[src/inc/aprx_pkg.sv]
// How it works
// Receive edge bit picks default or opposite edge
// Controller mode frame sync from internal or pin
// Controller mode bit clock from internal or pin
// Offset delays slot 0 MSB by bit clocks
// Rate code zero selects automatic rate detection
// Codes 1 to 40 select fixed descending rates
// Host avoids reserved codes, keeps rate in range
// Auto detect tolerance 1 percent, widened 5 percent
// Custom bit selects software or automatic dividers
// Host drives external clocks steadily and consistently
package aprx_pkg;

  // ==========================================================
  // Register map
  localparam logic [7:0] RX_CFG_ADDR    = 8'h26;
  localparam logic [7:0] CLK_CFG_ADDR   = 8'h32;
  localparam logic [7:0] RX_CFG_RESET   = 8'h00;
  localparam logic [7:0] CLK_CFG_RESET  = 8'h00;
  localparam int         EDGE_BIT       = 7;
  localparam int         INT_FS_BIT     = 6;
  localparam int         INT_BCLK_BIT   = 5;
  localparam int         OFFSET_MSB     = 4;
  localparam int         RATE_MSB       = 7;
  localparam int         RATE_LSB       = 2;
  localparam int         TOL_BIT        = 1;
  localparam int         CUSTOM_BIT     = 0;

  // ==========================================================
  // Timing and sizes
  localparam longint     MCLK_HZ        = 20000000;
  localparam int         WORD_BITS      = 16;
  localparam int         HALF_FRAME     = 32;
  localparam int         FIFO_DEPTH     = 16;
  localparam logic [5:0] RATE_AUTO      = 6'h00;
  localparam logic [5:0] RATE_CODE_MAX  = 6'h28;
  localparam logic [33:0] TOL1_LO = 34'(MCLK_HZ * 99 / 100);
  localparam logic [33:0] TOL1_HI = 34'(MCLK_HZ * 101 / 100);
  localparam logic [33:0] TOL5_LO = 34'(MCLK_HZ * 95 / 100);
  localparam logic [33:0] TOL5_HI = 34'(MCLK_HZ * 105 / 100);
  localparam logic [35:0] MCLK_36 = 36'(MCLK_HZ);

  // ==========================================================
  // Types
  typedef enum logic [3:0] {
    ST_IDLE   = 4'b0001,
    ST_OFFSET = 4'b0010,
    ST_SHIFT  = 4'b0100,
    ST_PUSH   = 4'b1000
  } aprx_state_e;

  typedef struct packed {
    logic       latch_edge;
    logic       int_fs_sel;
    logic       int_bclk_sel;
    logic [4:0] offset;
  } aprx_rx_cfg_t;

  typedef struct packed {
    logic [5:0] rate_code;
    logic       tol_widen;
    logic       custom_clk;
  } aprx_clk_cfg_t;

  typedef struct packed {
    logic [WORD_BITS-1:0] ch1;
    logic [WORD_BITS-1:0] ch0;
  } aprx_sample_t;

  typedef struct packed {
    aprx_rx_cfg_t   rx_cfg;
    aprx_clk_cfg_t  clk_cfg;
    logic [7:0]     rdata;
    logic [3:0]     sync1;
    logic [3:0]     sync2;
    logic           bclk_prev;
    logic           fs_prev;
    logic [7:0]     int_cnt;
    logic           int_bclk;
    logic [5:0]     int_bit;
    logic           int_fs;
    aprx_state_e    fsm;
    logic [4:0]     off_left;
    logic [3:0]     bit_cnt;
    logic [WORD_BITS-1:0] sh0;
    logic [WORD_BITS-1:0] sh1;
    logic           push_valid;
    aprx_sample_t   push_data;
    logic [13:0]    per_cnt;
    logic [13:0]    period;
    logic [5:0]     scan_idx;
    logic           scan_hit;
    logic [5:0]     hit_code;
    logic [5:0]     det_code;
    logic           locked;
    logic [7:0]     div;
    logic [5:0]     div_code;
  } aprx_top_t;

  // ==========================================================
  // Typical rate of each code in Hz
  function automatic logic [19:0] rate_hz(input logic [5:0] code);
    unique case (code)
      6'd1:    rate_hz = 20'd768000;
      6'd2:    rate_hz = 20'd614400;
      6'd3:    rate_hz = 20'd512000;
      6'd4:    rate_hz = 20'd438857;
      6'd5:    rate_hz = 20'd384000;
      6'd6:    rate_hz = 20'd341333;
      6'd7:    rate_hz = 20'd307200;
      6'd8:    rate_hz = 20'd256000;
      6'd9:    rate_hz = 20'd219429;
      6'd10:   rate_hz = 20'd192000;
      6'd11:   rate_hz = 20'd170667;
      6'd12:   rate_hz = 20'd153600;
      6'd13:   rate_hz = 20'd128000;
      6'd14:   rate_hz = 20'd109714;
      6'd15:   rate_hz = 20'd96000;
      6'd16:   rate_hz = 20'd85333;
      6'd17:   rate_hz = 20'd76800;
      6'd18:   rate_hz = 20'd64000;
      6'd19:   rate_hz = 20'd54857;
      6'd20:   rate_hz = 20'd48000;
      6'd21:   rate_hz = 20'd42667;
      6'd22:   rate_hz = 20'd38400;
      6'd23:   rate_hz = 20'd32000;
      6'd24:   rate_hz = 20'd27429;
      6'd25:   rate_hz = 20'd24000;
      6'd26:   rate_hz = 20'd21333;
      6'd27:   rate_hz = 20'd19200;
      6'd28:   rate_hz = 20'd16000;
      6'd29:   rate_hz = 20'd13714;
      6'd30:   rate_hz = 20'd12000;
      6'd31:   rate_hz = 20'd10667;
      6'd32:   rate_hz = 20'd9600;
      6'd33:   rate_hz = 20'd8000;
      6'd34:   rate_hz = 20'd6857;
      6'd35:   rate_hz = 20'd6000;
      6'd36:   rate_hz = 20'd5333;
      6'd37:   rate_hz = 20'd4800;
      6'd38:   rate_hz = 20'd4000;
      6'd39:   rate_hz = 20'd3429;
      6'd40:   rate_hz = 20'd3000;
      default: rate_hz = 20'd0;
    endcase
  endfunction : rate_hz

endpackage : aprx_pkg

[src/verilog/aprx_top.sv]
`timescale 1ns/1ps

// ============================================================
// Sample FIFO with registered output stage
module aprx_fifo #(
  parameter int WIDTH = 32,
  parameter int DEPTH = 16
) (
  input  wire logic             mclk_in,
  input  wire logic             rst_in,
  input  wire logic             in_valid_in,
  output logic                  in_ready_out,
  input  wire logic [WIDTH-1:0] in_data_in,
  output logic                  out_valid_out,
  input  wire logic             out_ready_in,
  output logic      [WIDTH-1:0] out_data_out
);
  localparam int AW = $clog2(DEPTH);

  typedef struct packed {
    logic [AW:0]      wr_ptr;
    logic [AW:0]      rd_ptr;
    logic             out_valid;
    logic [WIDTH-1:0] out_data;
  } aprx_fifo_t;

  aprx_fifo_t             s;
  aprx_fifo_t             next_s;
  logic       [WIDTH-1:0] mem [DEPTH];
  logic                   full;
  logic                   empty;
  logic                   do_wr;

  assign full  = (s.wr_ptr[AW] != s.rd_ptr[AW]) &&
                 (s.wr_ptr[AW-1:0] == s.rd_ptr[AW-1:0]);
  assign empty = (s.wr_ptr == s.rd_ptr);
  assign do_wr = in_valid_in && !full;
  assign in_ready_out  = !full;
  assign out_valid_out = s.out_valid;
  assign out_data_out  = s.out_data;

  always_comb begin
    next_s = s;
    if (do_wr) begin
      next_s.wr_ptr = s.wr_ptr + 1'b1;
    end
    if (out_ready_in) begin
      next_s.out_valid = 1'b0;
    end
    if ((!s.out_valid || out_ready_in) && !empty) begin
      next_s.out_valid = 1'b1;
      next_s.out_data  = mem[s.rd_ptr[AW-1:0]];
      next_s.rd_ptr    = s.rd_ptr + 1'b1;
    end
  end

  always_ff @(posedge mclk_in) begin
    if (do_wr) begin
      mem[s.wr_ptr[AW-1:0]] <= in_data_in;
    end
  end

  always_ff @(posedge mclk_in or posedge rst_in) begin
    if (rst_in) begin
      s <= '0;
    end else begin
      s <= next_s;
    end
  end
endmodule : aprx_fifo

// ============================================================
// Receive port configuration, latch and rate detect
module aprx_top (
  input  wire logic                 mclk_in,
  input  wire logic                 rst_in,
  input  wire logic                 reg_write_in,
  input  wire logic [7:0]           reg_addr_in,
  input  wire logic [7:0]           reg_wdata_in,
  output logic      [7:0]           reg_rdata_out,
  input  wire logic                 controller_mode_in,
  input  wire logic                 bit_clock_polarity_setting_in,
  input  wire logic [7:0]           custom_bclk_half_div_in,
  input  wire logic                 bit_clock_in,
  input  wire logic                 frame_sync_in,
  input  wire logic                 data_primary_in,
  input  wire logic                 data_secondary_in,
  output logic                      bit_clock_out,
  output logic                      frame_sync_out,
  output logic      [5:0]           detected_rate_code_out,
  output logic                      rate_locked_out,
  output logic                      sample_valid_out,
  input  wire logic                 sample_ready_in,
  output aprx_pkg::aprx_sample_t    sample_data_out
);

  aprx_pkg::aprx_top_t s;
  aprx_pkg::aprx_top_t next_s;
  logic                fifo_ready;
  logic                bclk_src;
  logic                fs_src;
  logic                edge_now;
  logic                frame_start;
  logic                auto_rate;
  logic [5:0]          use_code;
  logic [19:0]         scan_rate;
  logic [19:0]         use_rate;
  logic [33:0]         per_prod;
  logic [35:0]         div_prod;
  logic                in_tol;

  // ==========================================================
  // Combinational helpers
  assign auto_rate = (s.clk_cfg.rate_code == aprx_pkg::RATE_AUTO);
  assign use_code  = auto_rate ? s.det_code : s.clk_cfg.rate_code;
  assign scan_rate = aprx_pkg::rate_hz(auto_rate ? s.scan_idx
                                                 : s.clk_cfg.rate_code);
  assign use_rate  = aprx_pkg::rate_hz(use_code);
  assign per_prod  = 34'(s.period) * 34'(scan_rate);
  assign div_prod  = {36'(s.div) * 36'(use_rate)} << 7;

  assign in_tol = s.clk_cfg.tol_widen ?
    (per_prod >= aprx_pkg::TOL5_LO && per_prod <= aprx_pkg::TOL5_HI) :
    (per_prod >= aprx_pkg::TOL1_LO && per_prod <= aprx_pkg::TOL1_HI);

  assign bclk_src = (controller_mode_in && s.rx_cfg.int_bclk_sel) ?
                    s.int_bclk : s.sync2[0];

  assign fs_src   = (controller_mode_in && s.rx_cfg.int_fs_sel) ?
                    s.int_fs : s.sync2[1];

  assign edge_now = (bit_clock_polarity_setting_in ^ s.rx_cfg.latch_edge) ?
                    (!bclk_src && s.bclk_prev) : (bclk_src && !s.bclk_prev);
  assign frame_start = edge_now && fs_src && !s.fs_prev;

  // ==========================================================
  // Next state
  always_comb begin
    next_s = s;
    next_s.sync1 = {data_secondary_in, data_primary_in,
                    frame_sync_in, bit_clock_in};
    next_s.sync2 = s.sync1;
    next_s.bclk_prev = bclk_src;
    // Register port
    if (reg_write_in && reg_addr_in == aprx_pkg::RX_CFG_ADDR) begin
      next_s.rx_cfg = reg_wdata_in;
    end
    if (reg_write_in && reg_addr_in == aprx_pkg::CLK_CFG_ADDR) begin
      next_s.clk_cfg = reg_wdata_in;
    end
    unique case (reg_addr_in)
      aprx_pkg::RX_CFG_ADDR:  next_s.rdata = s.rx_cfg;
      aprx_pkg::CLK_CFG_ADDR: next_s.rdata = s.clk_cfg;
      default:                next_s.rdata = 8'h00;
    endcase
    // Internal bit clock and frame sync generator
    if (s.int_cnt + 8'h01 >= s.div) begin
      next_s.int_cnt  = 8'h00;
      next_s.int_bclk = !s.int_bclk;
      if (!s.int_bclk) begin
        next_s.int_bit = s.int_bit + 6'h01;
        next_s.int_fs  = (6'(s.int_bit + 6'h01) < 6'(aprx_pkg::HALF_FRAME));
      end
    end else begin
      next_s.int_cnt = s.int_cnt + 8'h01;
    end
    // Divider: software value or searched from rate
    if (s.clk_cfg.custom_clk) begin
      next_s.div = custom_bclk_half_div_in;
    end else if (use_code != s.div_code) begin
      next_s.div_code = use_code;
      next_s.div      = 8'h01;
    end else if (div_prod < aprx_pkg::MCLK_36 && s.div != 8'hFF) begin
      next_s.div = s.div + 8'h01;
    end
    // Frame period measurement
    if (s.per_cnt != 14'h3FFF) begin
      next_s.per_cnt = s.per_cnt + 14'h0001;
    end
    if (frame_start) begin
      next_s.period  = s.per_cnt;
      next_s.per_cnt = 14'h0000;
    end
    // Rate scan over codes 1 to 40
    if (auto_rate) begin
      next_s.scan_idx = (s.scan_idx >= aprx_pkg::RATE_CODE_MAX) ?
                        6'h01 : s.scan_idx + 6'h01;
      if (in_tol && s.scan_idx != 6'h00) begin
        next_s.scan_hit = 1'b1;
        next_s.hit_code = s.scan_idx;
      end
      if (s.scan_idx >= aprx_pkg::RATE_CODE_MAX) begin
        next_s.locked   = s.scan_hit || in_tol;
        next_s.det_code = in_tol ? s.scan_idx : s.hit_code;
        next_s.scan_hit = 1'b0;
      end
    end else begin
      next_s.det_code = s.clk_cfg.rate_code;
      next_s.locked   = in_tol;
    end
    // Data latch sequence
    next_s.push_valid = 1'b0;
    if (edge_now) begin
      next_s.fs_prev = fs_src;
    end
    unique case (s.fsm)
      aprx_pkg::ST_IDLE, aprx_pkg::ST_OFFSET, aprx_pkg::ST_SHIFT: begin
        if (frame_start) begin
          next_s.off_left = s.rx_cfg.offset;
          next_s.bit_cnt  = 4'h0;
          next_s.fsm      = aprx_pkg::ST_OFFSET;
          if (s.rx_cfg.offset == 5'h00) begin
            next_s.sh0     = {s.sh0[14:0], s.sync2[2]};
            next_s.sh1     = {s.sh1[14:0], s.sync2[3]};
            next_s.bit_cnt = 4'h1;
            next_s.fsm     = aprx_pkg::ST_SHIFT;
          end
        end else if (edge_now && s.fsm == aprx_pkg::ST_OFFSET) begin
          next_s.off_left = s.off_left - 5'h01;
          if (s.off_left == 5'h01) begin
            next_s.sh0     = {s.sh0[14:0], s.sync2[2]};
            next_s.sh1     = {s.sh1[14:0], s.sync2[3]};
            next_s.bit_cnt = 4'h1;
            next_s.fsm     = aprx_pkg::ST_SHIFT;
          end
        end else if (edge_now && s.fsm == aprx_pkg::ST_SHIFT) begin
          next_s.sh0     = {s.sh0[14:0], s.sync2[2]};
          next_s.sh1     = {s.sh1[14:0], s.sync2[3]};
          next_s.bit_cnt = s.bit_cnt + 4'h1;
          if (s.bit_cnt == 4'hF) begin
            next_s.fsm = aprx_pkg::ST_PUSH;
          end
        end
      end
      aprx_pkg::ST_PUSH: begin
        if (fifo_ready) begin
          next_s.push_valid    = 1'b1;
          next_s.push_data.ch0 = s.sh0;
          next_s.push_data.ch1 = s.sh1;
          next_s.fsm           = aprx_pkg::ST_IDLE;
        end
      end
      default: next_s.fsm = aprx_pkg::ST_IDLE;
    endcase
  end

  // ==========================================================
  // State register
  always_ff @(posedge mclk_in or posedge rst_in) begin
    if (rst_in) begin
      s         <= '0;
      s.rx_cfg  <= aprx_pkg::RX_CFG_RESET;
      s.clk_cfg <= aprx_pkg::CLK_CFG_RESET;
      s.fsm     <= aprx_pkg::ST_IDLE;
      s.div     <= 8'h01;
      s.per_cnt <= 14'h3FFF;
    end else begin
      s <= next_s;
    end
  end

  // ==========================================================
  // Outputs
  assign reg_rdata_out          = s.rdata;
  assign bit_clock_out          = s.int_bclk;
  assign frame_sync_out         = s.int_fs;
  assign detected_rate_code_out = s.det_code;
  assign rate_locked_out        = s.locked;

  aprx_fifo #(
    .WIDTH (2 * aprx_pkg::WORD_BITS),
    .DEPTH (aprx_pkg::FIFO_DEPTH)
  ) u_fifo (
    .mclk_in       (mclk_in),
    .rst_in        (rst_in),
    .in_valid_in   (s.push_valid),
    .in_ready_out  (fifo_ready),
    .in_data_in    (s.push_data),
    .out_valid_out (sample_valid_out),
    .out_ready_in  (sample_ready_in),
    .out_data_out  (sample_data_out)
  );

endmodule : aprx_top

[config.mk]
export PLATFORM = sky130hd
export DESIGN_NAME = aprx_top
export DESIGN_NICKNAME = d
export VERILOG_FILES = /design/src/inc/aprx_pkg.sv /design/src/verilog/aprx_top.sv
export SDC_FILE = /design/constraint.sdc
export NUM_CORES = 2
export LEC_CHECK = 0
export ABC_AREA = 0
export BUFFER_PORTS_ARGS = -buffer_cell sky130_fd_sc_hd__buf_2
export CAP_MARGIN = 30
export CORE_UTILIZATION = 30
export DETAILED_ROUTE_END_ITERATION = 10
export GPL_TIMING_DRIVEN = 0
export SYNTH_ARGS = -nofsm -noshare
export SYNTH_HDL_FRONTEND = slang
export SYNTH_HIERARCHICAL = 1
export SYNTH_SLANG_ARGS = --single-unit
[constraint.sdc]
create_clock -name mclk_in -period 10.4 [get_ports mclk_in]
set_input_delay 2.08 -clock mclk_in [delete_from_list [all_inputs] [get_ports mclk_in]]
set_output_delay 2.08 -clock mclk_in [all_outputs]
set_load 0.01 [all_outputs]
# --- Word level (Yosys, flattened, before mapping) ---
# Memories as Yosys holds them, arrays and structs flattened.
# Index checks and enable logic that the tools add are counted.
op_classes:
  add_sub_neg: 9
  mul: 2
  magnitude_cmp: 8
  n_eq_ne: 21
  n_mux: 38
  bitwise: 4
  reduce_logical: 45
op_table:
  columns: ["operator", "n"]
  rows:
  - ["33-bit 2-to-1 mux", 4]
  - ["36-bit 2-to-1 mux", 3]
  - ["34-bit by 25-bit >= comparator with 1-bit output, second input constant", 2]
  - ["34-bit by 25-bit <= comparator with 1-bit output, second input constant", 2]
  - ["45-bit 2-to-1 mux", 1]
  - ["35-bit by 25-bit less-than comparator with 1-bit output, second input constant", 1]
  - ["14-bit by 20-bit multiplier with 34-bit output", 1]
  - ["8-bit 2-to-1 mux", 4]
  - ["8-bit by 20-bit multiplier with 28-bit output", 1]
  - ["28-bit 2-to-1 mux", 1]
  - ["6-bit 2-to-1 mux", 4]
  - ["7-bit 2-to-1 mux", 3]
  - ["4-bit 2-to-1 mux", 5]
  - ["1-bit logical AND", 17]
  - ["8-bit by 1-bit adder with 8-bit output, second input constant", 2]
  - ["8-bit by 6-bit equality test with 1-bit output, second input constant", 2]
  - ["8-bit case mux with 2 select lines", 1]
  - ["14-bit by 1-bit adder with 14-bit output, second input constant", 1]
  - ["14-bit 2-to-1 mux", 1]
  - ["14-bit inequality test, second input constant", 1]
  - ["6-bit by 1-bit adder with 6-bit output, second input constant", 2]
  - ["4-bit inequality test, second input constant", 3]
  - ["2-bit AND reduction", 6]
  - ["5-bit by 1-bit adder with 5-bit output, second input constant", 2]
  - ["other kinds (34)", 57]
word_totals:
  reg_bits: 233
  ram_bits: 512
  romBits: 2560
  inputBits: 34
  output_inout_bits: 50
  elab_cells: 167
  n_memories: 3
memory_table:
  columns: ["name", "words", "word_bits", "read_ports", "rd_ports_with_merged_regs", "wr", "line_no", "source"]
  rows:
  - ["(name not given)", 64, 20, 1, 0, 0, "aprx_pkg.sv:103", "unique case (code)"]
  - ["(name not given)", 64, 20, 1, 0, 0, "aprx_pkg.sv:103", null]
  - ["u_fifo.mem", 16, 32, 1, 0, 1, "aprx_top.sv:29", "logic [WIDTH-1:0] mem [DEPTH];"]

# --- Longest topological paths before layout ---
logic_depth:
  depth_word: 10
  ltp_mapped: 39
  ltp_nobuf: 35

# --- Hierarchy ---
# Netlist, hierarchy kept.
by_module_without_submodules:
  columns: ["module", "instances", "cells_per_inst", "area_per_inst_um2", "seq_area_each_um2"]
  rows:
  - ["aprx_top", 1, 2807, 25061.5, 4774.6]
  - ["aprx_fifo", 1, 1065, 21896.0, 16450.8]

# --- Worst setup path after synthesis ---
# OpenSTA, ideal clock, no wires.
synth_path:
  path_kind: "reg2reg"
  from: "register s[181] in the netlist's numbering"
  to: "register s[24] in the netlist's numbering"
  setup_ns: 0.125
  arrival_time_ns: 9.585
  required_time_ns: 10.275
  setup_slack_ns: 0.690
  path_stages_with_launch: 35
  path_buffers: 4
  period_less_slack_ns: 9.710
  cell_sequence: "dfrtp_1 -> buf_6 -> nor3_1 -> and2_1 -> clkbuf_1 -> a21o_1 -> clkinv_1 -> ha_1 -> mux4_2 -> o21ai_0 -> a21o_1 -> clkbuf_1 -> nand2_1 -> fa_1 -> inv_1 -> fa_1 -> fa_1 -> fa_1 -> fa_1 -> inv_1 -> fa_1 -> inv_1 -> ha_1 -> clkbuf_1 -> and2_1 -> and3_1 -> a221o_1 -> nand2b_1 -> o21ai_1 -> xor2_1 -> o21ai_0 -> or4b_1 -> a211oi_4 -> nand3_4 -> mux2_4"
synth_between:
  elab_chain_cells: 9
  word_cells_on_any_way: 13
  classes_between: "1 x mul; 4 x order compare; 2 x mux; 5 x reduce/logical; 1 x memory"
synth_lines:
  columns: ["element", "line_no", "source"]
  rows:
  - ["from (decl)", "aprx_top.sv:97", "aprx_pkg::aprx_top_t s;"]
  - ["from (signal assigned)", "aprx_top.sv:258", "s <= next_s;"]
  - ["6-bit logical NOT", "aprx_top.sv:114", "assign auto_rate = (s.clk_cfg.rate_code == aprx_pkg::RATE_AUTO);"]
  - ["6-bit 2-to-1 mux", "aprx_top.sv:116", "assign scan_rate = aprx_pkg::rate_hz(auto_rate ? s.scan_idx"]
  - ["memory read 64 x 20 bit", null, null]
  - ["14-bit by 20-bit multiplier with 34-bit output", "aprx_top.sv:119", "assign per_prod = 34'(s.period) * 34'(scan_rate);"]
  - ["34-bit by 25-bit >= comparator with 1-bit output, or another cell as far along", "aprx_top.sv:124", "(per_prod >= aprx_pkg::TOL1_LO && per_prod <= aprx_pkg::TOL1_HI);"]
  - ["1-bit logical AND, on equally long branches", "aprx_top.sv:124, aprx_top.sv:123", null]
  - ["1-bit 2-to-1 mux", "aprx_top.sv:122", "assign in_tol = s.clk_cfg.tol_widen ?"]
  - ["1-bit logical AND", "aprx_top.sv:188", "if (in_tol && s.scan_idx != 6'h00) begin"]
  - ["2-bit AND reduction (no line) (*)", null, null]
# Every way passes the cells marked *; elsewhere a longest branch is shown, timed or not.
# A chain may end at the register's enable or synchronous reset.

# --- Worst setup path in the final report ---
layout_path:
  from: "register s[181] in the netlist's numbering"
  to: "register s[10] in the netlist's numbering"
layout_between:
  elab_chain_cells: 7
  word_cells_on_any_way: 10
  classes_between: "1 x mul; 1 x order compare; 1 x eq/ne; 3 x mux; 3 x reduce/logical; 1 x memory"
layout_lines:
  columns: ["element", "line_no", "source"]
  rows:
  - ["6-bit logical NOT (*)", "aprx_top.sv:114", null]
  - ["6-bit 2-to-1 mux (*)", "aprx_top.sv:115", "assign use_code = auto_rate ? s.det_code : s.clk_cfg.rate_code;"]
  - ["via use_code[0]", "aprx_top.sv:105", "logic [5:0] use_code;"]
  - ["memory read 64 x 20 bit", null, null]
  - ["8-bit by 20-bit multiplier with 28-bit output", "aprx_top.sv:120", "assign div_prod = {36'(s.div) * 36'(use_rate)} << 7;"]
  - ["35-bit by 25-bit less-than comparator with 1-bit output", "aprx_top.sv:173", "end else if (div_prod < aprx_pkg::MCLK_36 && s.div != 8'hFF) begin"]
  - ["1-bit logical AND", "aprx_top.sv:173", null]
  - ["3-bit nonzero test (no line)", null, null]
# The timed path passes the listed nets; every way through them passes the cells marked *.

==> out/results.ini <==
[die]
fp.dieW_microns=397.6
rows=144
dieArea_sq_mm=0.1581
ios=84
fp.coreArea_sq_mm=0.1548
die_y_microns=397.6
start_util_pct=30.34

[worst_setup_path]
endpoint_kind=flop
crit_slowest_cell=o22ai_1
worstSetupPathType=flop to flop
critical-path-max-stage-delay_ns=0.69
critPathArrivalTime_ns=10.70
worstPathMaxFanout=10
critPathLaunchType=flop
crit_required_ns=10.96

[synthesis]
ys_types=95
syn_avg_cell_area_sq_um=12.13
ys_ff_latch=745
async_flop_share_pct=31.28
yosysSeqAreaShare_pct=45.20
synth_top_area_share_pct=32.74
synthTopCellsByArea=edfxtp_1 (33%), fa_1 (14%), dfrtp_1 (12%)
synth_top_flop_cell=edfxtp_1
netlist_instances=3872
synth_enable_flop_cells=512
synth_warnings=6
netlist_area_sq_mm=0.04696
syn-num-nets=4411
synth_top_cell_by_area=edfxtp_1

[sta]
setup_ws_ns=0.2660
slew_viol_final=0
max_slew.worst_pin.slew_ns=1.034
tns_ns=0
finalCriticalPeriod_ns=10.13
max_freq_mhz=98.68
slew_headroom_pct=30.75
setup_viol=0
clock_skew_ns=0.05162
period_share_pct=97.44
finalHoldViolCount=0

[clock_network]
cts_tree=yes
numCtsBuffers=74
cts_root_buffer=clkbuf_16
cts_buffer_depth=3
hold_buffers=0
insertion_delay_ns=0.67
clk_pin_slew_ns=0.07
numClockSinks=745
h-tree-depth=3

[routing]
drtIter0Drc=2307
firstDrtPassIters=6
wire_per_inst_microns=19.74
drc=0
viasPerCell=4.991
ant_nets=0
totalWireLength_microns=122000
vias=30835

[placed_design]
place.gp.congestion=0.8884
dp_cells=6030
dp_worst_setup_slack_ns=-1.829
hpwl_microns=89550
portBuffers=83

[cells_and_area]
final_cells=6178
antennaDiodeCount=0
nets=4611
drive_gt1_share_pct=15.84
postLayoutCoreUtil_pct=34.55
layout-area-overhead-vs-synth_pct=13.88

[run]
maxCapViolCount=0

[global_routing]
grt_pass1_wl_microns=190200
antenna_found_initial=2
met2_usage_pct=25.66
grt_pass1_vias=31369
grt_busiest_layer=met2
use_met1_pct=21.22
grt_remaining_overflow=0
grt.total_usage_pct=15.50
met3_usage_pct=2.356
grt_max_degree=113

[outcome]
status=complete, no violations

[worst_hold_path]
hold_class=flop to flop

synth_stat cells, types with 29 or more instances:
cell type / number
a21o_1: 34
a21oi_1: 138
a221oi_1: 43
a22o_1: 43
a22oi_1: 36
and2_1: 185
and3_1: 32
buf_4: 50
clkbuf_1: 163
dfrtp_1: 217
edfxtp_1: 512
fa_1: 321
ha_1: 184
inv_1: 308
mux2_2: 148
mux2i_1: 142
mux4_1: 29
mux4_2: 37
nand2_1: 387
nand3_1: 39
nor2_1: 161
nor2b_1: 45
nor3_1: 41
o21ai_0: 103
xnor2_1: 47
xor2_1: 44
worst max-delay path: cells and delay by family, from the launching register on:
family,cells,cell delay [ns]
buffers and inverters,6,1.44
flip-flops,1,0.46
AO/OA/AOI/OAI,7,2.33
AND/OR/NAND/NOR,12,2.85
XOR/XNOR,1,0.15
adder cells (fa/ha/maj),6,2.77
routing by layer:
metal  part of all wire (%)  vias up
li1                       -    14034
met1                     44    15718
met2                     48      909
met3                    5.7      172
met4                    2.2        2
met5                 0.0082        -
state kept, by name, summed over array words and instances (netlist names):
name                    flops
bit_clock_out               1
u_fifo/out_data_out        32
reg_rdata_out               8
next_s                      4
u_fifo/s                   10
detected_rate_code_out      6
u_fifo/out_valid_out        1
rate_locked_out             1
frame_sync_out              1
s                         169
u_fifo/mem                512
layout make-up:
type	instances	area, sq um
clock buffer	99	2090
fill	15119	101300
tap	2044	2557
clock inverter	39	523.0
timing repair buffer	133	1077
sequential	745	21230
inverter	317	1205
multi-input combinational	2552	23510
buffer	249	1291
kinds of logic after synthesis:
kind of cell / count (synthesis) / synth area share [%]
simple gates: 1003 / 10.42
flops: 745 / 45.20
compound gates: 583 / 8.407
buf+inv: 575 / 5.260
fa+ha+maj: 505 / 18.59
mux: 369 / 10.39
xor+xnor: 92 / 1.732
metrics by stage:
step                      hold WS [ns]  cell area (sq um)
after detailed placement        0.3365              50480
after global placement          0.3362              49930
after CTS                       0.3661              53230
after floorplan                 0.3312              46960
after global routing            0.3782              53480
final                           0.3639              53480
path summary, 6_finish.rpt:
check	start	end	slack [ns]	depth (start not counted)
min in group asynchronous	rst_in	s[62]	1.49	2
max	s[181]	s[10]	0.27	32
max reg2reg	s[181]	s[10]	0.27	32
min	next_s[160]	s[160]	0.36	0
max in group asynchronous	rst_in	s[177]	7.85	3
min reg2reg	next_s[160]	s[160]	0.36	0
timing repair:
item | in CTS | in global routing
setup buffers | 3 | 15
pin swaps | 1 | 8
cloned | 0 | 0
setup endpoints to repair | 22 | 22
resized for setup | 40 | 66
cells in the final DEF (no fill, tap or decap), types with 47 or more instances in the layout:
cell and instances:
buf_4 74, o21ai_0 100, clkbuf_16 77, inv_1 305, mux2i_1 141, fa_1 320, xnor2_1 47, a21oi_1 129
nor2_1 159, edfxtp_1 512, nand2_1 387, and2_1 184, buf_2 114, mux2_2 148, ha_1 182, dfrtp_1 217
clkbuf_1 148
Power is not shown: default switching activity piles up to over one toggle a cycle in this logic, so the estimate is an artifact.
